**config.mk**
```make
export PLATFORM = sky130hd
export DESIGN_NAME = cascaded_dma_register_front
export DESIGN_NICKNAME = d
export VERILOG_FILES = /design/src/include/dma_front_pkg.sv /design/src/include/dma_cond_if.sv /design/src/verilog/pin_sync.sv /design/src/verilog/dma_condition_tracker.sv /design/src/verilog/cascaded_dma_register_front.sv
export SDC_FILE = /design/constraint.sdc
export NUM_CORES = 1
export LEC_CHECK = 0
export ABC_AREA = 1
export BUFFER_PORTS_ARGS = -buffer_cell sky130_fd_sc_hd__buf_2
export CORE_ASPECT_RATIO = 1.4
export CORE_MARGIN = 2
export CORE_UTILIZATION = 40
export DETAILED_ROUTE_END_ITERATION = 8
export SKIP_LAST_GASP = 1
export SYNTH_ARGS = -nofsm -noshare
export SYNTH_HDL_FRONTEND = slang
export SYNTH_SLANG_ARGS = --single-unit
```
**constraint.sdc**
```tcl
create_clock -name i_mclk -period 2.3 [get_ports i_mclk]
set_input_delay 0.46 -clock i_mclk [delete_from_list [all_inputs] [get_ports i_mclk]]
set_output_delay 0.46 -clock i_mclk [all_outputs]
set_load 0.03 [all_outputs]
```
**src/include/dma_front_pkg.sv**
```systemverilog
// Constants and types shared by the cascaded DMA register front
package dma_front_pkg;
   localparam int GROUPS = 2;
   localparam int CHANS = 4;
   localparam int BYTE_GROUP = 0;
   localparam int WORD_GROUP = 1;
   // I/O base of each group; unused, since the top level takes group selects on i_group_sel
   localparam logic [11:0] BYTE_GROUP_BASE = 12'h000;
   localparam logic [11:0] WORD_GROUP_BASE = 12'h0c0;
   // Register index within a group after the address lines are decoded
   localparam logic [3:0] IDX_STATUS = 4'h8;
   localparam logic [3:0] IDX_REQUEST = 4'h9;
   localparam logic [3:0] IDX_SINGLE_MASK = 4'ha;
   localparam logic [3:0] IDX_MODE = 4'hb;
   localparam logic [3:0] IDX_POINTER = 4'hc;
   localparam logic [3:0] IDX_TEMP_CLEAR = 4'hd;
   localparam logic [3:0] IDX_CLEAR_MASK = 4'he;
   localparam logic [3:0] IDX_ALL_MASK = 4'hf;
   localparam logic [15:0] WORD_RESET = 16'h0000;
   localparam logic [7:0] COMMAND_RESET = 8'h00;
   localparam logic [7:0] TEMP_VALUE = 8'h00;
   localparam logic [5:0] MODE_RESET = 6'h00;
   localparam logic [3:0] MASK_RESET = 4'hf;
   localparam logic [3:0] SWREQ_RESET = 4'h0;
   localparam logic [1:0] MODE_CNT_RESET = 2'h0;
   localparam logic POINTER_RESET = 1'b0;
   localparam int CMD_DISABLE_BIT = 2;
   // Synchroniser bundle: rd_n, wr_n, sel[1:0], hold, xa[4:0], data, req
   localparam int SYNC_W = 25;
   localparam logic [SYNC_W-1:0] SYNC_RESET = 25'h1800000;
   typedef enum logic [1:0] {COND_IDLE, COND_PROGRAM, COND_ACTIVE} cond_t;
endpackage

```
**src/include/dma_cond_if.sv**
```systemverilog
`timescale 1ns/1ps
// Signals between the register front and one group's condition tracker
interface dma_cond_if;
   import dma_front_pkg::*;
   logic cpu_access;
   logic request;
   logic enabled;
   cond_t cond;
   modport tracker (input cpu_access, input request, input enabled,
      output cond);
   modport front (output cpu_access, output request, output enabled,
      input cond);
endinterface // dma_cond_if

```
**src/verilog/pin_sync.sv**
```systemverilog
`timescale 1ns/1ps
// Two flip-flop synchroniser for the pin inputs
module pin_sync
   import dma_front_pkg::*;
#(
   parameter int W = SYNC_W
) (
   input wire logic i_mclk,
   input wire logic i_nrst,
   input wire logic [W-1:0] i_async,
   output logic [W-1:0] o_sync
);
   logic [W-1:0] meta;
   logic [W-1:0] next_meta;
   logic [W-1:0] next_sync;

   always_comb begin
      next_meta = i_async;
      next_sync = meta;
   end

   always_ff @(posedge i_mclk) begin
      if (!i_nrst) begin
         meta <= SYNC_RESET[W-1:0];
         o_sync <= SYNC_RESET[W-1:0];
      end else begin
         meta <= next_meta;
         o_sync <= next_sync;
      end
   end
endmodule // pin_sync

```
**src/verilog/dma_condition_tracker.sv**
```systemverilog
`timescale 1ns/1ps
// Idle, program and active condition of one controller group
module dma_condition_tracker
   import dma_front_pkg::*;
(
   input wire logic i_mclk,
   input wire logic i_nrst,
   dma_cond_if.tracker bus
);
   cond_t state;
   cond_t next_state;

   always_comb begin
      next_state = state;
      case (state)
         COND_IDLE: begin
            // A CPU cycle already under way goes first
            if (bus.cpu_access) begin
               next_state = COND_PROGRAM;
            end else if (bus.enabled && bus.request) begin
               next_state = COND_ACTIVE;
            end
         end
         COND_PROGRAM: begin
            if (!bus.cpu_access) begin
               next_state = COND_IDLE;
            end
         end
         COND_ACTIVE: begin
            if (!(bus.enabled && bus.request)) begin
               next_state = COND_IDLE;
            end
         end
         default: begin
            next_state = COND_IDLE;
         end
      endcase
   end

   always_ff @(posedge i_mclk) begin
      if (!i_nrst) begin
         state <= COND_IDLE;
      end else begin
         state <= next_state;
      end
   end

   assign bus.cond = state;
endmodule // dma_condition_tracker

```
**src/verilog/cascaded_dma_register_front.sv**
```systemverilog
`timescale 1ns/1ps
// Register front and operating conditions of the cascaded DMA subsystem
// Summary of operation
// - Four byte channels and three word channels from two cascaded groups.
// - Word group channel 0 carries the byte group's hold request.
// - Address registers: write loads base and current, read current byte.
// - Count registers: write loads base and current, read current byte.
// - Request register is readable and writable in each group.
// - Single mask port write sets or clears one mask bit; read gives command.
// - Clear port write clears all masks; read clears mode counter.
// - All-mask port reads and writes every mask bit at once.
// - Idle condition drives no transfer activity.
// - Active only when enabled and an unmasked request is present.
// - A CPU register access moves an idle group to program condition.
// - Byte pointer cleared by reset or master clear, set or cleared by port.
// - Word group decodes address bits 1 to 4, byte group bits 0 to 3.
// - Program condition wins over active when both arrive together.
module cascaded_dma_register_front
   import dma_front_pkg::*;
(
   input wire logic i_mclk,
   input wire logic i_nrst,
   input wire logic i_io_read_strobe_n,
   input wire logic i_io_write_strobe_n,
   input wire logic [1:0] i_group_sel,
   input wire logic i_hold_ack,
   input wire logic [4:0] i_register_select_lines,
   input wire logic [7:0] i_data,
   input wire logic [6:0] i_channel_request_pin,
   output logic [7:0] o_data,
   output logic o_data_oe,
   output logic o_hold_request,
   output logic [1:0] o_byte_group_condition,
   output logic [1:0] o_word_group_condition
);
   function automatic logic [3:0] reg_index(input int g,
         input logic [4:0] xa);
      reg_index = (g == WORD_GROUP) ? xa[4:1] : xa[3:0];
   endfunction

   function automatic logic [15:0] put_byte(input logic [15:0] old,
         input logic hi, input logic [7:0] b);
      put_byte = hi ? {b, old[7:0]} : {old[15:8], b};
   endfunction

   logic [SYNC_W-1:0] sync_q;
   logic rd_n;
   logic wr_n;
   logic [1:0] sel;
   logic hold;
   logic [4:0] xa;
   logic [7:0] din;
   logic [6:0] req_pin;

   // Strobes, address and data all take the same two-stage path, so they
   // stay aligned with each other
   pin_sync #(.W(SYNC_W)) u_sync (
      .i_mclk(i_mclk),
      .i_nrst(i_nrst),
      .i_async({i_io_read_strobe_n, i_io_write_strobe_n, i_group_sel,
         i_hold_ack, i_register_select_lines, i_data,
         i_channel_request_pin}),
      .o_sync(sync_q)
   );
   assign {rd_n, wr_n, sel, hold, xa, din, req_pin} = sync_q;

   // Access capture: the values seen while a strobe was low
   logic rd_prev_n;
   logic wr_prev_n;
   logic [1:0] sel_prev;
   logic [4:0] xa_prev;
   logic [7:0] din_prev;
   logic rd_end;
   logic wr_end;

   always_ff @(posedge i_mclk) begin
      if (!i_nrst) begin
         rd_prev_n <= 1'b1;
         wr_prev_n <= 1'b1;
         sel_prev <= 2'h0;
         xa_prev <= 5'h00;
         din_prev <= 8'h00;
      end else begin
         rd_prev_n <= rd_n;
         wr_prev_n <= wr_n;
         sel_prev <= sel;
         xa_prev <= xa;
         din_prev <= din;
      end
   end

   // Side effects act on the trailing edge, when write data is settled
   assign rd_end = rd_n && !rd_prev_n && !hold;
   assign wr_end = wr_n && !wr_prev_n && !hold;

   // Register file
   logic [15:0] base_addr [GROUPS][CHANS];
   logic [15:0] cur_addr [GROUPS][CHANS];
   logic [15:0] base_cnt [GROUPS][CHANS];
   logic [15:0] cur_cnt [GROUPS][CHANS];
   logic [5:0] mode [GROUPS][CHANS];
   logic [7:0] command [GROUPS];
   logic [3:0] mask [GROUPS];
   logic [3:0] swreq [GROUPS];
   logic [1:0] mode_cnt [GROUPS];
   logic ptr [GROUPS];
   logic [15:0] next_base_addr [GROUPS][CHANS];
   logic [15:0] next_cur_addr [GROUPS][CHANS];
   logic [15:0] next_base_cnt [GROUPS][CHANS];
   logic [15:0] next_cur_cnt [GROUPS][CHANS];
   logic [5:0] next_mode [GROUPS][CHANS];
   logic [7:0] next_command [GROUPS];
   logic [3:0] next_mask [GROUPS];
   logic [3:0] next_swreq [GROUPS];
   logic [1:0] next_mode_cnt [GROUPS];
   logic next_ptr [GROUPS];
   logic [3:0] chan_req [GROUPS];

   dma_cond_if cif [GROUPS] ();

   assign chan_req[BYTE_GROUP] = req_pin[3:0];
   // Channel 0 of the word group serves only the cascade
   assign chan_req[WORD_GROUP] = {req_pin[6:4],
      cif[BYTE_GROUP].cond == COND_ACTIVE};

   for (genvar gv = 0; gv < GROUPS; gv++) begin : g_grp
      assign cif[gv].cpu_access = sel[gv] && !hold && !(rd_n && wr_n);
      assign cif[gv].request = |((chan_req[gv] | swreq[gv]) & ~mask[gv]);
      assign cif[gv].enabled = !command[gv][CMD_DISABLE_BIT];
      dma_condition_tracker u_trk (
         .i_mclk(i_mclk),
         .i_nrst(i_nrst),
         .bus(cif[gv].tracker)
      );
   end

   always_comb begin
      logic [3:0] idx;
      logic [1:0] ch;
      logic [1:0] dch;
      idx = 4'h0;
      ch = 2'h0;
      dch = din_prev[1:0];
      next_base_addr = base_addr;
      next_cur_addr = cur_addr;
      next_base_cnt = base_cnt;
      next_cur_cnt = cur_cnt;
      next_mode = mode;
      next_command = command;
      next_mask = mask;
      next_swreq = swreq;
      next_mode_cnt = mode_cnt;
      next_ptr = ptr;
      for (int g = 0; g < GROUPS; g++) begin
         idx = reg_index(g, xa_prev);
         ch = idx[2:1];
         if (wr_end && sel_prev[g]) begin
            if (!idx[3]) begin
               if (!idx[0]) begin
                  next_base_addr[g][ch] =
                     put_byte(base_addr[g][ch], ptr[g], din_prev);
                  next_cur_addr[g][ch] =
                     put_byte(cur_addr[g][ch], ptr[g], din_prev);
               end else begin
                  next_base_cnt[g][ch] =
                     put_byte(base_cnt[g][ch], ptr[g], din_prev);
                  next_cur_cnt[g][ch] =
                     put_byte(cur_cnt[g][ch], ptr[g], din_prev);
               end
               next_ptr[g] = !ptr[g];
            end else if (idx == IDX_STATUS) begin
               next_command[g] = din_prev;
            end else if (idx == IDX_REQUEST) begin
               next_swreq[g][dch] = din_prev[2];
            end else if (idx == IDX_SINGLE_MASK) begin
               next_mask[g][dch] = din_prev[2];
            end else if (idx == IDX_MODE) begin
               next_mode[g][dch] = din_prev[7:2];
            end else if (idx == IDX_POINTER) begin
               next_ptr[g] = 1'b0;
            end else if (idx == IDX_TEMP_CLEAR) begin
               // Master clear leaves every channel masked
               next_command[g] = COMMAND_RESET;
               next_swreq[g] = SWREQ_RESET;
               next_mask[g] = MASK_RESET;
               next_mode_cnt[g] = MODE_CNT_RESET;
               next_ptr[g] = POINTER_RESET;
            end else if (idx == IDX_CLEAR_MASK) begin
               next_mask[g] = 4'h0;
            end else begin
               next_mask[g] = din_prev[3:0];
            end
         end
         if (rd_end && sel_prev[g]) begin
            if (!idx[3]) begin
               next_ptr[g] = !ptr[g];
            end else if (idx == IDX_MODE) begin
               next_mode_cnt[g] = mode_cnt[g] + 2'h1;
            end else if (idx == IDX_POINTER) begin
               next_ptr[g] = 1'b1;
            end else if (idx == IDX_CLEAR_MASK) begin
               next_mode_cnt[g] = MODE_CNT_RESET;
            end
         end
      end
   end

   always_ff @(posedge i_mclk) begin
      if (!i_nrst) begin
         for (int g = 0; g < GROUPS; g++) begin
            for (int c = 0; c < CHANS; c++) begin
               base_addr[g][c] <= WORD_RESET;
               cur_addr[g][c] <= WORD_RESET;
               base_cnt[g][c] <= WORD_RESET;
               cur_cnt[g][c] <= WORD_RESET;
               mode[g][c] <= MODE_RESET;
            end
            command[g] <= COMMAND_RESET;
            mask[g] <= MASK_RESET;
            swreq[g] <= SWREQ_RESET;
            mode_cnt[g] <= MODE_CNT_RESET;
            ptr[g] <= POINTER_RESET;
         end
      end else begin
         base_addr <= next_base_addr;
         cur_addr <= next_cur_addr;
         base_cnt <= next_base_cnt;
         cur_cnt <= next_cur_cnt;
         mode <= next_mode;
         command <= next_command;
         mask <= next_mask;
         swreq <= next_swreq;
         mode_cnt <= next_mode_cnt;
         ptr <= next_ptr;
      end
   end

   // Read path and outputs
   logic [7:0] next_o_data;
   logic next_o_data_oe;
   logic next_o_hold_request;

   always_comb begin
      logic [3:0] idx;
      logic [1:0] ch;
      idx = 4'h0;
      ch = 2'h0;
      next_o_data = 8'h00;
      next_o_data_oe = 1'b0;
      for (int g = 0; g < GROUPS; g++) begin
         if (!rd_n && sel[g] && !hold) begin
            idx = reg_index(g, xa);
            ch = idx[2:1];
            next_o_data_oe = 1'b1;
            if (!idx[3]) begin
               if (!idx[0]) begin
                  next_o_data = ptr[g] ? cur_addr[g][ch][15:8]
                     : cur_addr[g][ch][7:0];
               end else begin
                  next_o_data = ptr[g] ? cur_cnt[g][ch][15:8]
                     : cur_cnt[g][ch][7:0];
               end
            end else if (idx == IDX_STATUS) begin
               // No transfers run here, so terminal count bits stay clear
               next_o_data = {chan_req[g], 4'h0};
            end else if (idx == IDX_REQUEST) begin
               next_o_data = {4'h0, swreq[g]};
            end else if (idx == IDX_SINGLE_MASK) begin
               next_o_data = command[g];
            end else if (idx == IDX_MODE) begin
               next_o_data = {mode[g][mode_cnt[g]], mode_cnt[g]};
            end else if (idx == IDX_TEMP_CLEAR) begin
               next_o_data = TEMP_VALUE;
            end else if (idx == IDX_ALL_MASK) begin
               next_o_data = {4'h0, mask[g]};
            end else begin
               next_o_data = 8'h00;
            end
         end
      end
      // Hold is asked for only from the active condition
      next_o_hold_request = cif[WORD_GROUP].cond == COND_ACTIVE;
   end

   always_ff @(posedge i_mclk) begin
      if (!i_nrst) begin
         o_data <= 8'h00;
         o_data_oe <= 1'b0;
         o_hold_request <= 1'b0;
         o_byte_group_condition <= COND_IDLE;
         o_word_group_condition <= COND_IDLE;
      end else begin
         o_data <= next_o_data;
         o_data_oe <= next_o_data_oe;
         o_hold_request <= next_o_hold_request;
         o_byte_group_condition <= cif[BYTE_GROUP].cond;
         o_word_group_condition <= cif[WORD_GROUP].cond;
      end
   end
endmodule // cascaded_dma_register_front

```
# Word-level counts from Yosys, hierarchy flattened
# Index checks and enable logic that the tools add are counted.
[op_classes] add_sub_neg=2 magnitude_cmp=12 n_eq_ne=54 mux=168 bitwise=23 reduce_logical=54
[op_table] operator="$mux 16" count=22
[op_table] operator="$bmux 16 s2" count=8
[op_table] operator="$bwmux 64" count=4
[op_table] operator="$mux 8" count=30
[op_table] operator="$eq 4x4->1 const B" count=26
[op_table] operator="$mux 4" count=24
[op_table] operator="$mux 2" count=34
[op_table] operator="$demux 16 s2" count=2
[op_table] operator="$bwmux 24" count=2
[op_table] operator="$ne 2x2->1 const B" count=22
[op_table] operator="$mux 6" count=5
[op_table] operator="$reduce_and 7->1" count=4
[op_table] operator="$mux 1" count=27
[op_table] operator="$bmux 6 s2" count=2
[op_table] operator="$reduce_and 6->1" count=4
[op_table] operator="$logic_and 1x1->1" count=23
[op_table] operator="$ge 3x3->1 const B" count=7
[op_table] operator="$not 2->3" count=7
[op_table] operator="$reduce_and 3->1" count=6
[op_table] operator="$bwmux 4" count=4
[op_table] operator="$demux 6 s2" count=1
[op_table] operator="$pmux 2 s3" count=2
[op_table] operator="$not 1->1" count=10
[op_table] operator="$logic_not 1->1" count=9
[op_table] operator="14 further kinds" count=28
[word_totals] regBits=427 input_bits=27 word_cells=361

# Logic depth before layout (Yosys ltp)
[depth] depth_word=14 depth_mapped=13 ltp_nobuf=11

# Hierarchy
# A second synthesis with hierarchy kept.
[unflattened] hier_cells=2997 hier_area_um2=20200.6
[by_module_without_submodules] module="cascaded_dma_register_front" n_inst=1 cells_per_inst=2819 area_each_um2=18594.1
[by_module_without_submodules] module="pin_sync" n_inst=1 cells_per_inst=156 area_each_um2=1436.4
[by_module_without_submodules] module="dma_condition_tracker" n_inst=2 cells_per_inst=11 area_each_um2=85.1

# Worst setup path after synthesis
# Ideal clock, no wire load.
[synth_timing] path_kind="register to register" from="reg xa_prev[1]" to="reg mask[6] (netlist bit)" setup_time_ps=123 arrival_time_ps=1358 t_required_ps=2177 setup_slack_ps=820 path_stages_with_launch=9 path_buffers=1 period_less_slack_ps=1480 cell_sequence="dfxtp_1 buf_6 inv_6 nor2_1 inv_1 a211oi_1 o21ai_0 a21oi_1 o21ai_1"
[synth_via] elab_chain_cells=6 elab_cells_between_ends=17
[synth_lines] item="from (decl)" line_no="cascaded_dma_register_front.sv:71" text="logic [4:0] xa_prev;"
[synth_lines] item="from (signal assigned)" line_no="cascaded_dma_register_front.sv:81" text="xa_prev <= 5'h00;"
[synth_lines] item="from (signal assigned)" line_no="cascaded_dma_register_front.sv:87" text="xa_prev <= xa;"
[synth_lines] item="$eq 4x4->1" line_no="cascaded_dma_register_front.sv:188" text="end else if (idx == IDX_CLEAR_MASK) begin"
[synth_lines] item="$mux 4" line_no="cascaded_dma_register_front.sv:188"
[synth_lines] item="$mux 4" line_no="cascaded_dma_register_front.sv:181" text="end else if (idx == IDX_TEMP_CLEAR) begin"
[synth_lines] item="$mux 4" line_no="cascaded_dma_register_front.sv:179" text="end else if (idx == IDX_POINTER) begin"
[synth_lines] item="$mux 4" line_no="cascaded_dma_register_front.sv:177" text="end else if (idx == IDX_MODE) begin"
[synth_lines] item="$mux 4" line_no="cascaded_dma_register_front.sv:175" text="end else if (idx == IDX_SINGLE_MASK) begin"
[synth_lines] item="to (signal assigned)" line_no="cascaded_dma_register_front.sv:231" text="mask <= next_mask;"
[synth_lines] item="to (decl)" line_no="cascaded_dma_register_front.sv:103" text="logic [3:0] mask [GROUPS];"
# Parallel ways exist; a longest one is shown, timed or not. The select of a mux whose other input is x is not followed.
# A chain may end at the register's enable or synchronous reset.

# Worst setup path after layout
[layout_timing] from="reg u_sync.o_sync[17]" to="reg o_data[7]"
[layout_via] elab_chain_cells=9 elab_cells_between_ends=40
[layout_lines] item="from (decl)" line_no="pin_sync.sv:11" text="output logic [W-1:0] o_sync"
[layout_lines] item="from (signal assigned)" line_no="pin_sync.sv:25" text="o_sync <= SYNC_RESET[W-1:0];"
[layout_lines] item="from (signal assigned)" line_no="pin_sync.sv:28" text="o_sync <= next_sync;"
[layout_lines] item="$not 2->3 (not written as such)"
[layout_lines] item="$bmux 16 s2, on equally long branches"
[layout_lines] item="$mux 16, on equally long branches (2 in a row)" line_no="cascaded_dma_register_front.sv:258, cascaded_dma_register_front.sv:261"
[layout_lines] item="$mux 8, on equally long branches" line_no="cascaded_dma_register_front.sv:257, cascaded_dma_register_front.sv:260"
[layout_lines] item="$mux 8" line_no="cascaded_dma_register_front.sv:256" text="if (!idx[0]) begin"
[layout_lines] item="$mux 8" line_no="cascaded_dma_register_front.sv:255" text="if (!idx[3]) begin"
[layout_lines] item="$mux 8" line_no="cascaded_dma_register_front.sv:251" text="if (!rd_n && sel[g] && !hold) begin"
[layout_lines] item="$mux 8 (*)" line_no="cascaded_dma_register_front.sv:251"
[layout_lines] item="to (signal assigned)" line_no="cascaded_dma_register_front.sv:293" text="o_data <= next_o_data;"
[layout_lines] item="to (decl)" line_no="cascaded_dma_register_front.sv:30" text="output logic [7:0] o_data,"
# Mark *: on every way between the ends. The rest lies on a longest branch, timed or not. The select of a mux whose other input is x is not followed.

==> impl_results.md <==
* Post-synthesis mux area share at 0%
* Initial antenna violation count at 0
* Worst vdd ir at 642 uV
* First-pass GRT wire length at 106 mm
* Layout cells sized above 1 at 9.77%
* Status: finished clean
* Initial Utilization at 40.6%
* Clock power share at 48.2%
* Area of the core at 50100 um^2
* Flop pwr share at 47.0%
* Sequential area share after synthesis at 42.0%
* Reg clk slew, reported paths at 60 ps
* DRT iter0 DRCs at 1799
* P_int at 12.3 mW
* Clk_lat worst skew at 590 ps
* Final setup viols at 0
* Vias at 20000
* Total Routing Usage GR at 25.2%
* Clock root buffer: clkbuf_16
* Gr ovfl total at 0
* Detail Route Antenna Nets at 0
* Xor/xnor cell area share of the yosys netlist at 0%
* Final nets at 2961
* Final hold violations at 0
* Cell count after synthesis at 2953
* Syn_nets at 2980
* # fillers at 5051
* CTS Buf Count at 44
* Drc violations at 0
* Number of global-route vias before repair at 19400
* Post-synth cell types at 45
* Final WL at 66.9 mm
* I/O pin cnt at 41
* Non-filler cells in the finished layout at 3611
* Setup Skew at 30.5 ps
* Die Height at 271 um
* Gpl congestion at 0.964
* DR pass1 iterations at 7
* Post-synthesis simple-gate area fraction at 26.2%
* Arr. time, crit path at 2530 ps
* Syn. warnings at 0
* Critical Path Sink Type: flip-flop
* Critical path type: flip-flop to flip-flop
* Post-DP HPWL at 44.2 mm
* Compound-Gate Fraction of Synth Area at 21.8%
* Largest net degree at the start of global routing at 154
* Max Slew Vio Count at 0
* Net switching power figure at 3.65 mW
* Max-slew headroom at 54.4%
* Multi-input gate area at 9770 um^2
* RSZ-0062 raised after global routing: no
* CTS tree: yes
* Area grow syn2layout at 11.9%
* Worst slew pin tran at 684 ps
* H-tree depth at 2
* Clock Sinks at 427
* # rows at 97
* Setup TNS at 0 ps
* Via/cell ratio at 5.54
* Placed cells at 3531
* Leakage at 9.60 nW
* Switching part of the total power at 23.0%
* CP Launch Type: flip-flop
* Storage element area at 8550 um^2
* Post-synthesis adder-cell area fraction at 0%
* Die X at 195 um
* Min Clock Period, post-route at 2020 ps
* Port Buffer Count at 40
* CP required at 2810 ps
* Synth Register Bits at 427
* Critical-path maximum fanout at 18
* Hold depth at 3
* Pwr Density at 699 nW/um^2
* CTS max path bufs at 3
* Avg Inst Size Synth at 6.89 um^2
* Largest family of logic cells by synthesized area: simple AND/OR/NAND/NOR gates
* Max Fclk at 495 MHz
* Avg WL per Cell at 18.5 um
* Comb power frac at 4.7%
* Die area at 52700 um^2
* Max cap viols at 0
* R2R cell count at 11
* Final Cycle Share at 87.8%
* Worst hold path type: input pin to flip-flop
* Min Hold Slack at 55.7 ps
* Diodes inserted at 0
* Syn Std Cell Area at 20300 um^2
[cell usage in the layout, fill, tap and decap left out, types with 3 or more instances in the layout]
cell type / instances
nand2_1: 701
dfxtp_1: 423
a21oi_1: 383
o21ai_0: 343
nor2_1: 260
inv_1: 242
nand3_1: 136
buf_4: 81
nand4_1: 60
clkbuf_16: 46
buf_2: 39
o2111ai_1: 28
o21ai_1: 26
nor2_4: 22
or2_2: 16
buf_12: 14
o22ai_1: 12
clkbuf_1: 12
inv_2: 11
a211oi_1: 11
a22oi_1: 9
clkbuf_8: 9
nor3_1: 8
clkinv_2: 8
nor2_2: 6
bufinv_16: 6
nand2_2: 5
o221ai_1: 5
nand2_4: 4
nor4_1: 4
nand3_4: 4
o211ai_1: 4
a211oi_2: 4
dfxtp_2: 4
clkinv_1: 3
[routing by layer]
| metal | global-route usage, % | wire length [um] |
|---|---|---|
| met4 | 14.7 | 3770 |
| met5 | 0 | 0 |
| met1 | 30.6 | 27300 |
| met2 | 42.3 | 31500 |
| met3 | 3.88 | 4430 |
[cells by family (layout without fill, tap and decap cells)]
logic type	after synthesis	count (layout)
flip-flops	427	427
buffers and inverters	462	477
AO/OA/AOI/OAI	834	834
AND/OR/NAND/NOR	1230	1230
[synthesized netlist by cell type (all sizes together)]
cell	count	area [um^2]
o21ai	369	1850
nor2	289	1280
nor3	11	82.6
nand4	60	375
o22ai	12	75.1
clkinv	5	25.0
a22oi	9	67.6
o21a	2	15.0
dfxtp	427	8550
o21bai	2	15.0
a21boi	1	7.51
nand3	140	751
o32ai	1	8.76
inv	257	982
a211oi	16	153
buf	128	748
o2111ai	28	245
o221ai	5	43.8
nor4	4	25.0
or2	16	100
clkbuf	72	270
a21oi	383	1920
o211ai	4	30.0
nand2	710	2710
o211a	2	20.0
[area by class of cell]
type                            count  share of cell area (%)
Clock buffer                       66                    5.74
Clock inverter                     14                    1.02
Inverter                          262                    4.42
Multi-Input combinational cell   2064                    42.9
Sequential cell                   427                    37.6
Tap cell                          643                    3.53
Timing Repair Buffer              135                    4.82
[state kept, by name, indices dropped and copies added, names as in the netlist]
name,count
o_data_oe,1
mask,8
o_word_group_condition,2
u_sync.o_sync,25
xa_prev,5
mode_cnt,4
sel_prev,2
wr_prev_n,1
rd_prev_n,1
g_grp.u_trk.bus.cond,4
command,16
u_sync.meta,25
cur_addr,128
mode,48
swreq,8
o_byte_group_condition,2
ptr,2
o_data,8
din_prev,8
o_hold_request,1
cur_cnt,128
[through the flow]
stage                     power, mW  util, %  cell area [um^2]  setup slack, ps
after detailed placement       8.38     42.4             21200              268
after global routing           16.4     45.4             22800              119
after floorplan                8.10        -             20300              820
after CTS                      16.0     45.4             22800              243
after global placement         8.38     42.4             21200              343
final                          15.9     45.4             22800              279
[power groups by stage]
stage	clock (mW)	sequential, mW	combinational (mW)
2_1_floorplan	0	7.63	0.468
3_3_place_gp	0	7.65	0.731
3_5_place_dp	0	7.65	0.736
4_1_cts	7.80	7.48	0.738
5_1_grt	8.09	7.48	0.814
6_report	7.67	7.48	0.748
[worst paths after layout]
path                               from                end  slack, ps
max                   u_sync.o_sync[17]          o_data[7]        280
max reg2reg           u_sync.o_sync[17]          o_data[7]        280
min reg2reg             u_sync.meta[21]  u_sync.o_sync[21]        410
min          i_register_select_lines[1]    u_sync.meta[16]         60
[critical path: stages, from the launching register on]
cell and delay [ps]:
dfxtp_2 470, inv_4 150, nand2_2 130, buf_4 300, nor2_1 80, nor2_1 110
nand3_1 120, nand3_1 130, nand2_1 90, nand2_1 70, nand2_1 110, a21oi_1 160
[timing repair]
action / CTS / global route
resized for setup: 0 / 1
endpoints found under the setup margin: 0 / 2
hold endpoints to repair: 0 / 0
hold buffers: 0 / 0
setup buffers: 0 / 0
No activity file was read; power rests on OpenSTA's default activity.
